### config.mk
export PLATFORM = sky130hd
export DESIGN_NAME = lec_ctrl_one
export DESIGN_NICKNAME = d
export VERILOG_FILES = /design/src/logic/lec_pkg.sv /design/src/logic/lec_ctrl_one.sv /design/src/logic/lec_flush_seq.sv
export SDC_FILE = /design/constraint.sdc
export NUM_CORES = 1
export LEC_CHECK = 0
export ABC_AREA = 0
export ABC_CLOCK_PERIOD_IN_PS = 2100
export BUFFER_PORTS_ARGS = -buffer_cell sky130_fd_sc_hd__buf_4
export CAP_MARGIN = 40
export CORE_ASPECT_RATIO = 0.9
export CORE_UTILIZATION = 43
export CTS_BUF_LIST = sky130_fd_sc_hd__clkbuf_2 sky130_fd_sc_hd__clkbuf_4 sky130_fd_sc_hd__clkbuf_8
export CTS_CLUSTER_DIAMETER = 120
export DETAILED_ROUTE_END_ITERATION = 8
export PLACE_DENSITY = 0.8
export SYNTH_ARGS = -nofsm -noshare
export SYNTH_HDL_FRONTEND = slang
export SYNTH_SLANG_ARGS = --single-unit
export TNS_END_PERCENT = 100
### constraint.sdc
create_clock -name clk_sys -period 2.1 [get_ports clk_sys]
set_input_delay 0.42 -clock clk_sys [delete_from_list [all_inputs] [get_ports clk_sys]]
set_output_delay 0.42 -clock clk_sys [all_outputs]
set_load 0.02 [all_outputs]
### src/logic/lec_pkg.sv
// Constants and types for lookup engine control register one
package lec_pkg;
  localparam logic [15:0] LEC_CTRL1_ADDR = 16'h0311;
  localparam logic [7:0] LEC_CTRL1_RST = 8'h0C;
  localparam int LEC_B_LEARN_DIS = 7;
  localparam int LEC_B_SELF_FILT = 6;
  localparam int LEC_B_FLUSH_ALL = 5;
  localparam int LEC_B_FLUSH_MSTP = 4;
  localparam int LEC_B_MCAST_FWD = 3;
  localparam int LEC_B_AGING = 2;
  localparam int LEC_B_FAST_AGE = 1;
  localparam int LEC_B_LINK_FLUSH = 0;
  // Group bit of the first octet of a MAC address
  localparam int LEC_MCAST_BIT = 40;
  localparam int LEC_NPORTS = 7;
  localparam logic [1:0] LEC_SCOPE_NONE = 2'h0;
  localparam logic [1:0] LEC_SCOPE_DYN = 2'h1;
  localparam logic [1:0] LEC_SCOPE_STAT = 2'h2;
  localparam logic [1:0] LEC_SCOPE_BOTH = 2'h3;

  typedef enum logic [1:0] {LEC_FL_ALL, LEC_FL_MSTP, LEC_FL_LINK} lec_flush_kind_t;

  function automatic logic lec_scope_dyn(input logic [1:0] scope);
    return scope == LEC_SCOPE_DYN || scope == LEC_SCOPE_BOTH;
  endfunction

  function automatic logic lec_scope_stat(input logic [1:0] scope);
    return scope == LEC_SCOPE_STAT || scope == LEC_SCOPE_BOTH;
  endfunction
endpackage

### src/logic/lec_ctrl_one.sv
// Lookup engine control register one with its filtering and flush control
`timescale 1ns/1ns
module lec_ctrl_one #(
  parameter int NPORTS = lec_pkg::LEC_NPORTS
) (
  // Clock and reset
  input wire logic clk_sys,
  input wire logic reset,
  // Management register access
  input wire logic [15:0] reg_addr,
  input wire logic reg_wr,
  input wire logic reg_rd,
  input wire logic [7:0] reg_wdata,
  output logic [7:0] reg_rdata_q,
  output logic reg_rvalid_q,
  // Settings held in neighbouring registers
  input wire logic [1:0] flush_scope,
  input wire logic [NPORTS-1:0] port_self_filt_en,
  input wire logic [47:0] switch_mac,
  // Received frame source check
  input wire logic pkt_valid,
  input wire logic [$clog2(NPORTS)-1:0] pkt_port,
  input wire logic [47:0] pkt_sa,
  output logic pkt_done_q,
  output logic pkt_drop_q,
  output logic learn_grant_q,
  // Aging controls
  output logic aging_en_q,
  output logic fast_aging_q,
  // Port link state, asynchronous
  input wire logic [NPORTS-1:0] link_up,
  // Table engine flush handshake
  output logic flush_req_q,
  output lec_pkg::lec_flush_kind_t flush_kind_q,
  output logic flush_dyn_q,
  output logic flush_stat_q,
  output logic [NPORTS-1:0] flush_ports_q,
  input wire logic flush_done
);
  import lec_pkg::*;

  logic [7:0] ctl_q;
  logic [NPORTS-1:0] link_s1_q, link_s2_q, link_prev_q;
  logic hit, wr_hit, rd_hit;
  logic start_all, start_mstp;
  logic [NPORTS-1:0] link_fall, start_link;
  logic busy_all, busy_mstp, seq_idle;
  logic [7:0] rd_value;
  logic sa_mcast, sa_self, port_en, drop_self, drop_mcast;

  assign hit = reg_addr == LEC_CTRL1_ADDR;
  assign wr_hit = reg_wr && hit;
  assign rd_hit = reg_rd && hit;
  assign start_all = wr_hit && reg_wdata[LEC_B_FLUSH_ALL];
  assign start_mstp = wr_hit && reg_wdata[LEC_B_FLUSH_MSTP];

  // Trigger bits show the flush in progress instead of a stored value
  always_comb begin
    rd_value = ctl_q;
    rd_value[LEC_B_FLUSH_ALL] = busy_all;
    rd_value[LEC_B_FLUSH_MSTP] = busy_mstp;
  end

  // Trigger bits are not stored; the sequencer holds them until the flush ends
  always_ff @(posedge clk_sys) begin
    if (reset) begin
      ctl_q <= LEC_CTRL1_RST;
    end else if (wr_hit) begin
      ctl_q <= reg_wdata & ~(8'h01 << LEC_B_FLUSH_ALL) & ~(8'h01 << LEC_B_FLUSH_MSTP);
    end
  end

  // Unmapped addresses read as zero
  always_ff @(posedge clk_sys) begin
    if (reset) begin
      reg_rdata_q <= 8'h00;
      reg_rvalid_q <= 1'b0;
    end else begin
      reg_rvalid_q <= reg_rd;
      reg_rdata_q <= rd_hit ? rd_value : 8'h00;
    end
  end

  assign aging_en_q = ctl_q[LEC_B_AGING];
  assign fast_aging_q = ctl_q[LEC_B_FAST_AGE];

  // Source address filtering
  assign sa_mcast = pkt_sa[LEC_MCAST_BIT];
  assign sa_self = pkt_sa == switch_mac;
  assign port_en = port_self_filt_en[pkt_port];
  assign drop_self = ctl_q[LEC_B_SELF_FILT] && port_en && sa_self;
  assign drop_mcast = !ctl_q[LEC_B_MCAST_FWD] && sa_mcast;

  always_ff @(posedge clk_sys) begin
    if (reset) begin
      pkt_done_q <= 1'b0;
      pkt_drop_q <= 1'b0;
      learn_grant_q <= 1'b0;
    end else begin
      pkt_done_q <= pkt_valid;
      pkt_drop_q <= pkt_valid && (drop_self || drop_mcast);
      // Dropped and multicast sources are never learned
      learn_grant_q <= pkt_valid && !ctl_q[LEC_B_LEARN_DIS] && !sa_mcast
        && !drop_self;
    end
  end

  // Link state crosses in from the PHYs; only the second stage and its one-cycle delayed copy are looked at
  always_ff @(posedge clk_sys) begin
    if (reset) begin
      link_s1_q <= '0;
      link_s2_q <= '0;
      link_prev_q <= '0;
    end else begin
      link_s1_q <= link_up;
      link_s2_q <= link_s1_q;
      link_prev_q <= link_s2_q;
    end
  end

  assign link_fall = link_prev_q & ~link_s2_q;
  assign start_link = ctl_q[LEC_B_LINK_FLUSH] ? link_fall : '0;

  lec_flush_seq #(
    .NPORTS(NPORTS)
  ) u_seq (
    .clk_sys(clk_sys),
    .reset(reset),
    .start_all(start_all),
    .start_mstp(start_mstp),
    .start_link(start_link),
    .flush_scope(flush_scope),
    .flush_req_q(flush_req_q),
    .flush_kind_q(flush_kind_q),
    .flush_dyn_q(flush_dyn_q),
    .flush_stat_q(flush_stat_q),
    .flush_ports_q(flush_ports_q),
    .flush_done(flush_done),
    .busy_all(busy_all),
    .busy_mstp(busy_mstp),
    .idle(seq_idle)
  );
endmodule // lec_ctrl_one

### src/logic/lec_flush_seq.sv
// Flush sequencer: queues flush triggers and hands them one at a time to the table
`timescale 1ns/1ns
module lec_flush_seq #(
  parameter int NPORTS = lec_pkg::LEC_NPORTS
) (
  // Clock and reset
  input wire logic clk_sys,
  input wire logic reset,
  // Triggers
  input wire logic start_all,
  input wire logic start_mstp,
  input wire logic [NPORTS-1:0] start_link,
  input wire logic [1:0] flush_scope,
  // Table engine handshake
  output logic flush_req_q,
  output lec_pkg::lec_flush_kind_t flush_kind_q,
  output logic flush_dyn_q,
  output logic flush_stat_q,
  output logic [NPORTS-1:0] flush_ports_q,
  input wire logic flush_done,
  // Status
  output logic busy_all,
  output logic busy_mstp,
  output logic idle
);
  import lec_pkg::*;

  typedef enum {LEC_SQ_IDLE, LEC_SQ_RUN} lec_seq_state_t;

  lec_seq_state_t state_q;
  logic pend_all_q;
  logic pend_mstp_q;
  logic [NPORTS-1:0] pend_link_q;
  logic take_all, take_mstp, take_link, issue, skip;

  // Fixed priority: whole table, then spanning tree, then link-down ports
  assign take_all = state_q == LEC_SQ_IDLE && pend_all_q;
  assign take_mstp = state_q == LEC_SQ_IDLE && !pend_all_q && pend_mstp_q;
  assign take_link = state_q == LEC_SQ_IDLE && !pend_all_q && !pend_mstp_q && |pend_link_q;
  // Scope 00 finishes a whole-table or spanning-tree flush at once without touching the table
  assign skip = (take_all || take_mstp) && flush_scope == LEC_SCOPE_NONE;
  assign issue = (take_all || take_mstp || take_link) && !skip;

  assign busy_all = pend_all_q || (state_q == LEC_SQ_RUN && flush_kind_q == LEC_FL_ALL);
  assign busy_mstp = pend_mstp_q || (state_q == LEC_SQ_RUN && flush_kind_q == LEC_FL_MSTP);
  assign idle = state_q == LEC_SQ_IDLE && !pend_all_q && !pend_mstp_q && !(|pend_link_q);

  // New trigger wins over the clear of the same pending flag
  always_ff @(posedge clk_sys) begin
    if (reset) begin
      pend_all_q <= 1'b0;
      pend_mstp_q <= 1'b0;
      pend_link_q <= '0;
    end else begin
      pend_all_q <= (pend_all_q && !take_all) || start_all;
      pend_mstp_q <= (pend_mstp_q && !take_mstp) || start_mstp;
      pend_link_q <= (take_link ? '0 : pend_link_q) | start_link;
    end
  end

  always_ff @(posedge clk_sys) begin
    if (reset) begin
      state_q <= LEC_SQ_IDLE;
      flush_req_q <= 1'b0;
      flush_kind_q <= LEC_FL_ALL;
      flush_dyn_q <= 1'b0;
      flush_stat_q <= 1'b0;
      flush_ports_q <= '0;
    end else begin
      flush_req_q <= issue;
      case (state_q)
        LEC_SQ_IDLE: begin
          if (issue) begin
            state_q <= LEC_SQ_RUN;
            flush_kind_q <= take_all ? LEC_FL_ALL : (take_mstp ? LEC_FL_MSTP : LEC_FL_LINK);
            // Link-down flush clears learned entries only
            flush_dyn_q <= take_link ? 1'b1 : lec_scope_dyn(flush_scope);
            flush_stat_q <= take_link ? 1'b0 : lec_scope_stat(flush_scope);
            flush_ports_q <= take_link ? pend_link_q : '1;
          end
        end
        LEC_SQ_RUN: begin
          if (flush_done) begin
            state_q <= LEC_SQ_IDLE;
          end
        end
        default: begin
          state_q <= LEC_SQ_IDLE;
        end
      endcase
    end
  end
endmodule // lec_flush_seq

==> impl_metrics.py <==
metrics = {
    "run_status": {
        "status": "finished, violations left",
        "violations": "design-rule violations",
    },
    "sta": {
        "skew_ns": 0.00762,
        "finalCritPeriodShare": 0.886,
        "hold_viol_final": 0,
        "relSlewSlack": 0.633,
        "period_needed_ns": 1.86,
        "setup_slack_ns": 0.240,
        "setup_viol": 0,
        "worst_pin_slew_ns": 0.549,
        "maxSlewViolCount": 0,
        "clock.fmax_mhz": 538,
        "rsz0062_at_grt": "no",
        "fin_setup_tns_ns": 0,
        "whs_ns": 0.297,
    },
    "global_routing": {
        "globalRouteOverflowTotal": 0,
        "grt_pass1_wl_mm": 11.7,
        "grt_pass1_vias": 2464,
        "antenna_found_initial": 0,
        "grt_max_degree": 52,
        "track_usage": 0.246,
    },
    "cts": {
        "cts_buffers": 9,
        "cts_buffer_depth": 2,
        "clkTransAtPathRegs_ns": 0.07,
        "cts_root_buf": "clkbuf_8",
        "post_cts_buffers": 0,
        "cts_resized": 0,
        "cts_hold_buf": 0,
        "numClockSinks": 61,
        "h-tree-depth": 3,
        "insertion_delay_ns": 0.33,
        "cts_tree": "built",
    },
    "placement": {
        "gp_congestion": 0.920,
        "dp_hpwl_mm": 6.19,
        "dp_slack_ns": 0.0185,
        "port_buffers": 170,
        "place_area_um2": 3960,
    },
    "finish": {
        "fillerInstances": 465,
        "stdcell_area_um2": 4170,
        "drive_gt1_frac": 0.423,
        "syn_to_final_growth_pct": 60.2,
        "fin_nets": 601,
        "regArea_um2": 1220,
        "utilization": 0.724,
        "antenna_cells": 0,
        "multi_input_area_um2": 1300,
    },
    "synthesis": {
        "yosys.area_share.simple": 0.247,
        "avgSynthCellArea_um2": 9.27,
        "synth_top_area_frac": 0.469,
        "syn-instance-count": 281,
        "synth_xor_area_frac": 0.155,
        "yosysSeqAreaShare": 0.469,
        "synthDistinctLibCells": 35,
        "yosysWarnings": 0,
        "post-synth-top-count-cell": "dfxtp_1",
        "synth_compound_area_frac": 0.0870,
        "ys.flop_type": "dfxtp_1",
        "synth_top_cell_by_area": "dfxtp_1",
        "synth_top_family_by_area": "simple AND/OR/NAND/NOR gates",
        "netlist_area_um2": 2600,
        "synthAdderAreaFrac": 0,
        "synth_edf_count": 0,
        "synthArstFlopShare": 0,
        "synthMuxAreaShare": 0.0115,
        "ys_top_cells_by_area": "dfxtp_1 47%, xor2_1 15%, nor2_1 4.2%",
        "synth_fp_nets": 426,
        "yosys_register_bits": 61,
        "ys_top_cells_by_count": "61 x dfxtp_1, 46 x xor2_1, 29 x nor2_1",
    },
    "pwr": {
        "p_seq_frac": 0.450,
        "power_frac_clock": 0.415,
        "power.density_nw_per_um2": 629,
        "peakVddDrop_v": 0.000540,
        "internal_power_uw": 2060,
        "p_leak_uw": 0.00192,
        "comb_power_share": 0.135,
        "p_sw_frac": 0.214,
        "power.switching_uw": 562,
    },
    "route": {
        "post-route-drc-count": 24,
        "ant_nets": 0,
        "via_count": 2599,
        "wl_per_cell_um": 14.5,
        "totalWireLength_mm": 7.71,
        "drtPass1Iterations": 6,
        "via_per_inst": 4.89,
        "drt-initial-drc-count": 85,
    },
    "hold_path": {
        "holdCritPathClass": "input port to flip-flop",
    },
    "floorplanning": {
        "rows": 26,
        "die_x_um": 84.0,
        "io_pins": 171,
        "start_util": 0.452,
        "die_area_um2": 6370,
        "dieHeight_um": 75.8,
        "core_area_um2": 5760,
    },
    "worst_setup_path": {
        "cp.required_ns": 2.30,
        "start_kind": "flip-flop",
        "crit_type": "flip-flop to flip-flop",
        "cp_max_fo": 8,
        "worstSetupEndpointType": "flip-flop",
        "cp.arrival_ns": 2.06,
    },
    "flow_run": {
        "max-cap-violations": 0,
    },
}
[state kept, by name, indices dropped and copies added, names as in the netlist]
register,cells
ctl_q,6
learn_grant_q,1
link_prev_q,7
link_s1_q,7
link_s2_q,7
pkt_done_q,1
pkt_drop_q,1
reg_rdata_q,8
reg_rvalid_q,1
u_seq.flush_dyn_q,1
u_seq.flush_kind_q,2
u_seq.flush_ports_q,7
u_seq.flush_req_q,1
u_seq.flush_stat_q,1
u_seq.pend_all_q,1
u_seq.pend_link_q,7
u_seq.pend_mstp_q,1
u_seq.state_q,1
[per-layer routing]
metal | GRT usage | wire, um | up-vias
li1 | - | - | 1305
met4 | 0.0747 | 117 | 0
met3 | 0.0975 | 585 | 13
met1 | 0.272 | 3170 | 1189
met2 | 0.446 | 3840 | 92
met5 | 0 | 0 | -
[area by class of cell]
type / count / area share
multi-input combinational: 199 / 0.313
timing repair buffer: 173 / 0.311
sequential: 61 / 0.293
clock buffer: 13 / 0.0414
tap: 70 / 0.0210
inverter: 12 / 0.0108
clock inverter: 3 / 0.0102
[kinds of logic after synthesis]
| kind of cell | count (synthesis) |
|---|---|
| simple gates | 120 |
| compound gates | 30 |
| buf+inv | 21 |
| flops | 61 |
| xor+xnor | 46 |
| mux | 3 |
[metrics by stage]
| step | total power [uW] | instances |
|---|---|---|
| floorplan | 1310 | 281 |
| global placement | 1550 | 515 |
| detailed placement | 1560 | 515 |
| CTS | 2650 | 531 |
| global route | 2740 | 531 |
| finish | 2630 | 531 |
[power by group through the flow]
stage          registers [uW]  logic, uW  clock network [uW]
3_5_place_dp             1210        354                   0
4_1_cts                  1180        356                1110
3_3_place_gp             1210        347                   0
6_report                 1180        355                1090
2_1_floorplan            1210        102                   0
5_1_grt                  1180        384                1170
[path summary, 6_finish.rpt]
kind                            cells after the start  slack (ns)                     to            startpoint
worst max-delay path                                6        0.24  u_seq.flush_kind_q[0]  u_seq.pend_link_q[5]
worst min-delay path                                2        0.30           link_s1_q[5]            link_up[5]
worst max register to register                      6        0.24  u_seq.flush_kind_q[0]  u_seq.pend_link_q[5]
worst min register to register                      2        0.44         link_prev_q[6]          link_s2_q[6]
[placed cells by master, fill, tap and decap left out, types with 2 or more instances in the layout]
cell,n
buf_4,173
dfxtp_1,61
xor2_1,46
nor2_1,29
nand2_1,18
nor2b_1,17
nor3_1,16
inv_1,12
nor4_1,12
clkbuf_8,12
a21oi_1,11
a32oi_1,7
and2_1,6
nand4_1,4
o21ai_0,3
nor4b_1,3
nand3b_1,3
nand2b_1,3
mux2i_1,3
nand3_1,2
[critical path: stages (launching register included)]
cell and delay [ns]:
dfxtp_1 0.33, or4_4 0.54, nor4_4 0.23, nor2_2 0.14, o31a_4 0.33, nand3_1 0.10, a21oi_1 0.06
No activity file was read; power rests on OpenSTA's default activity.
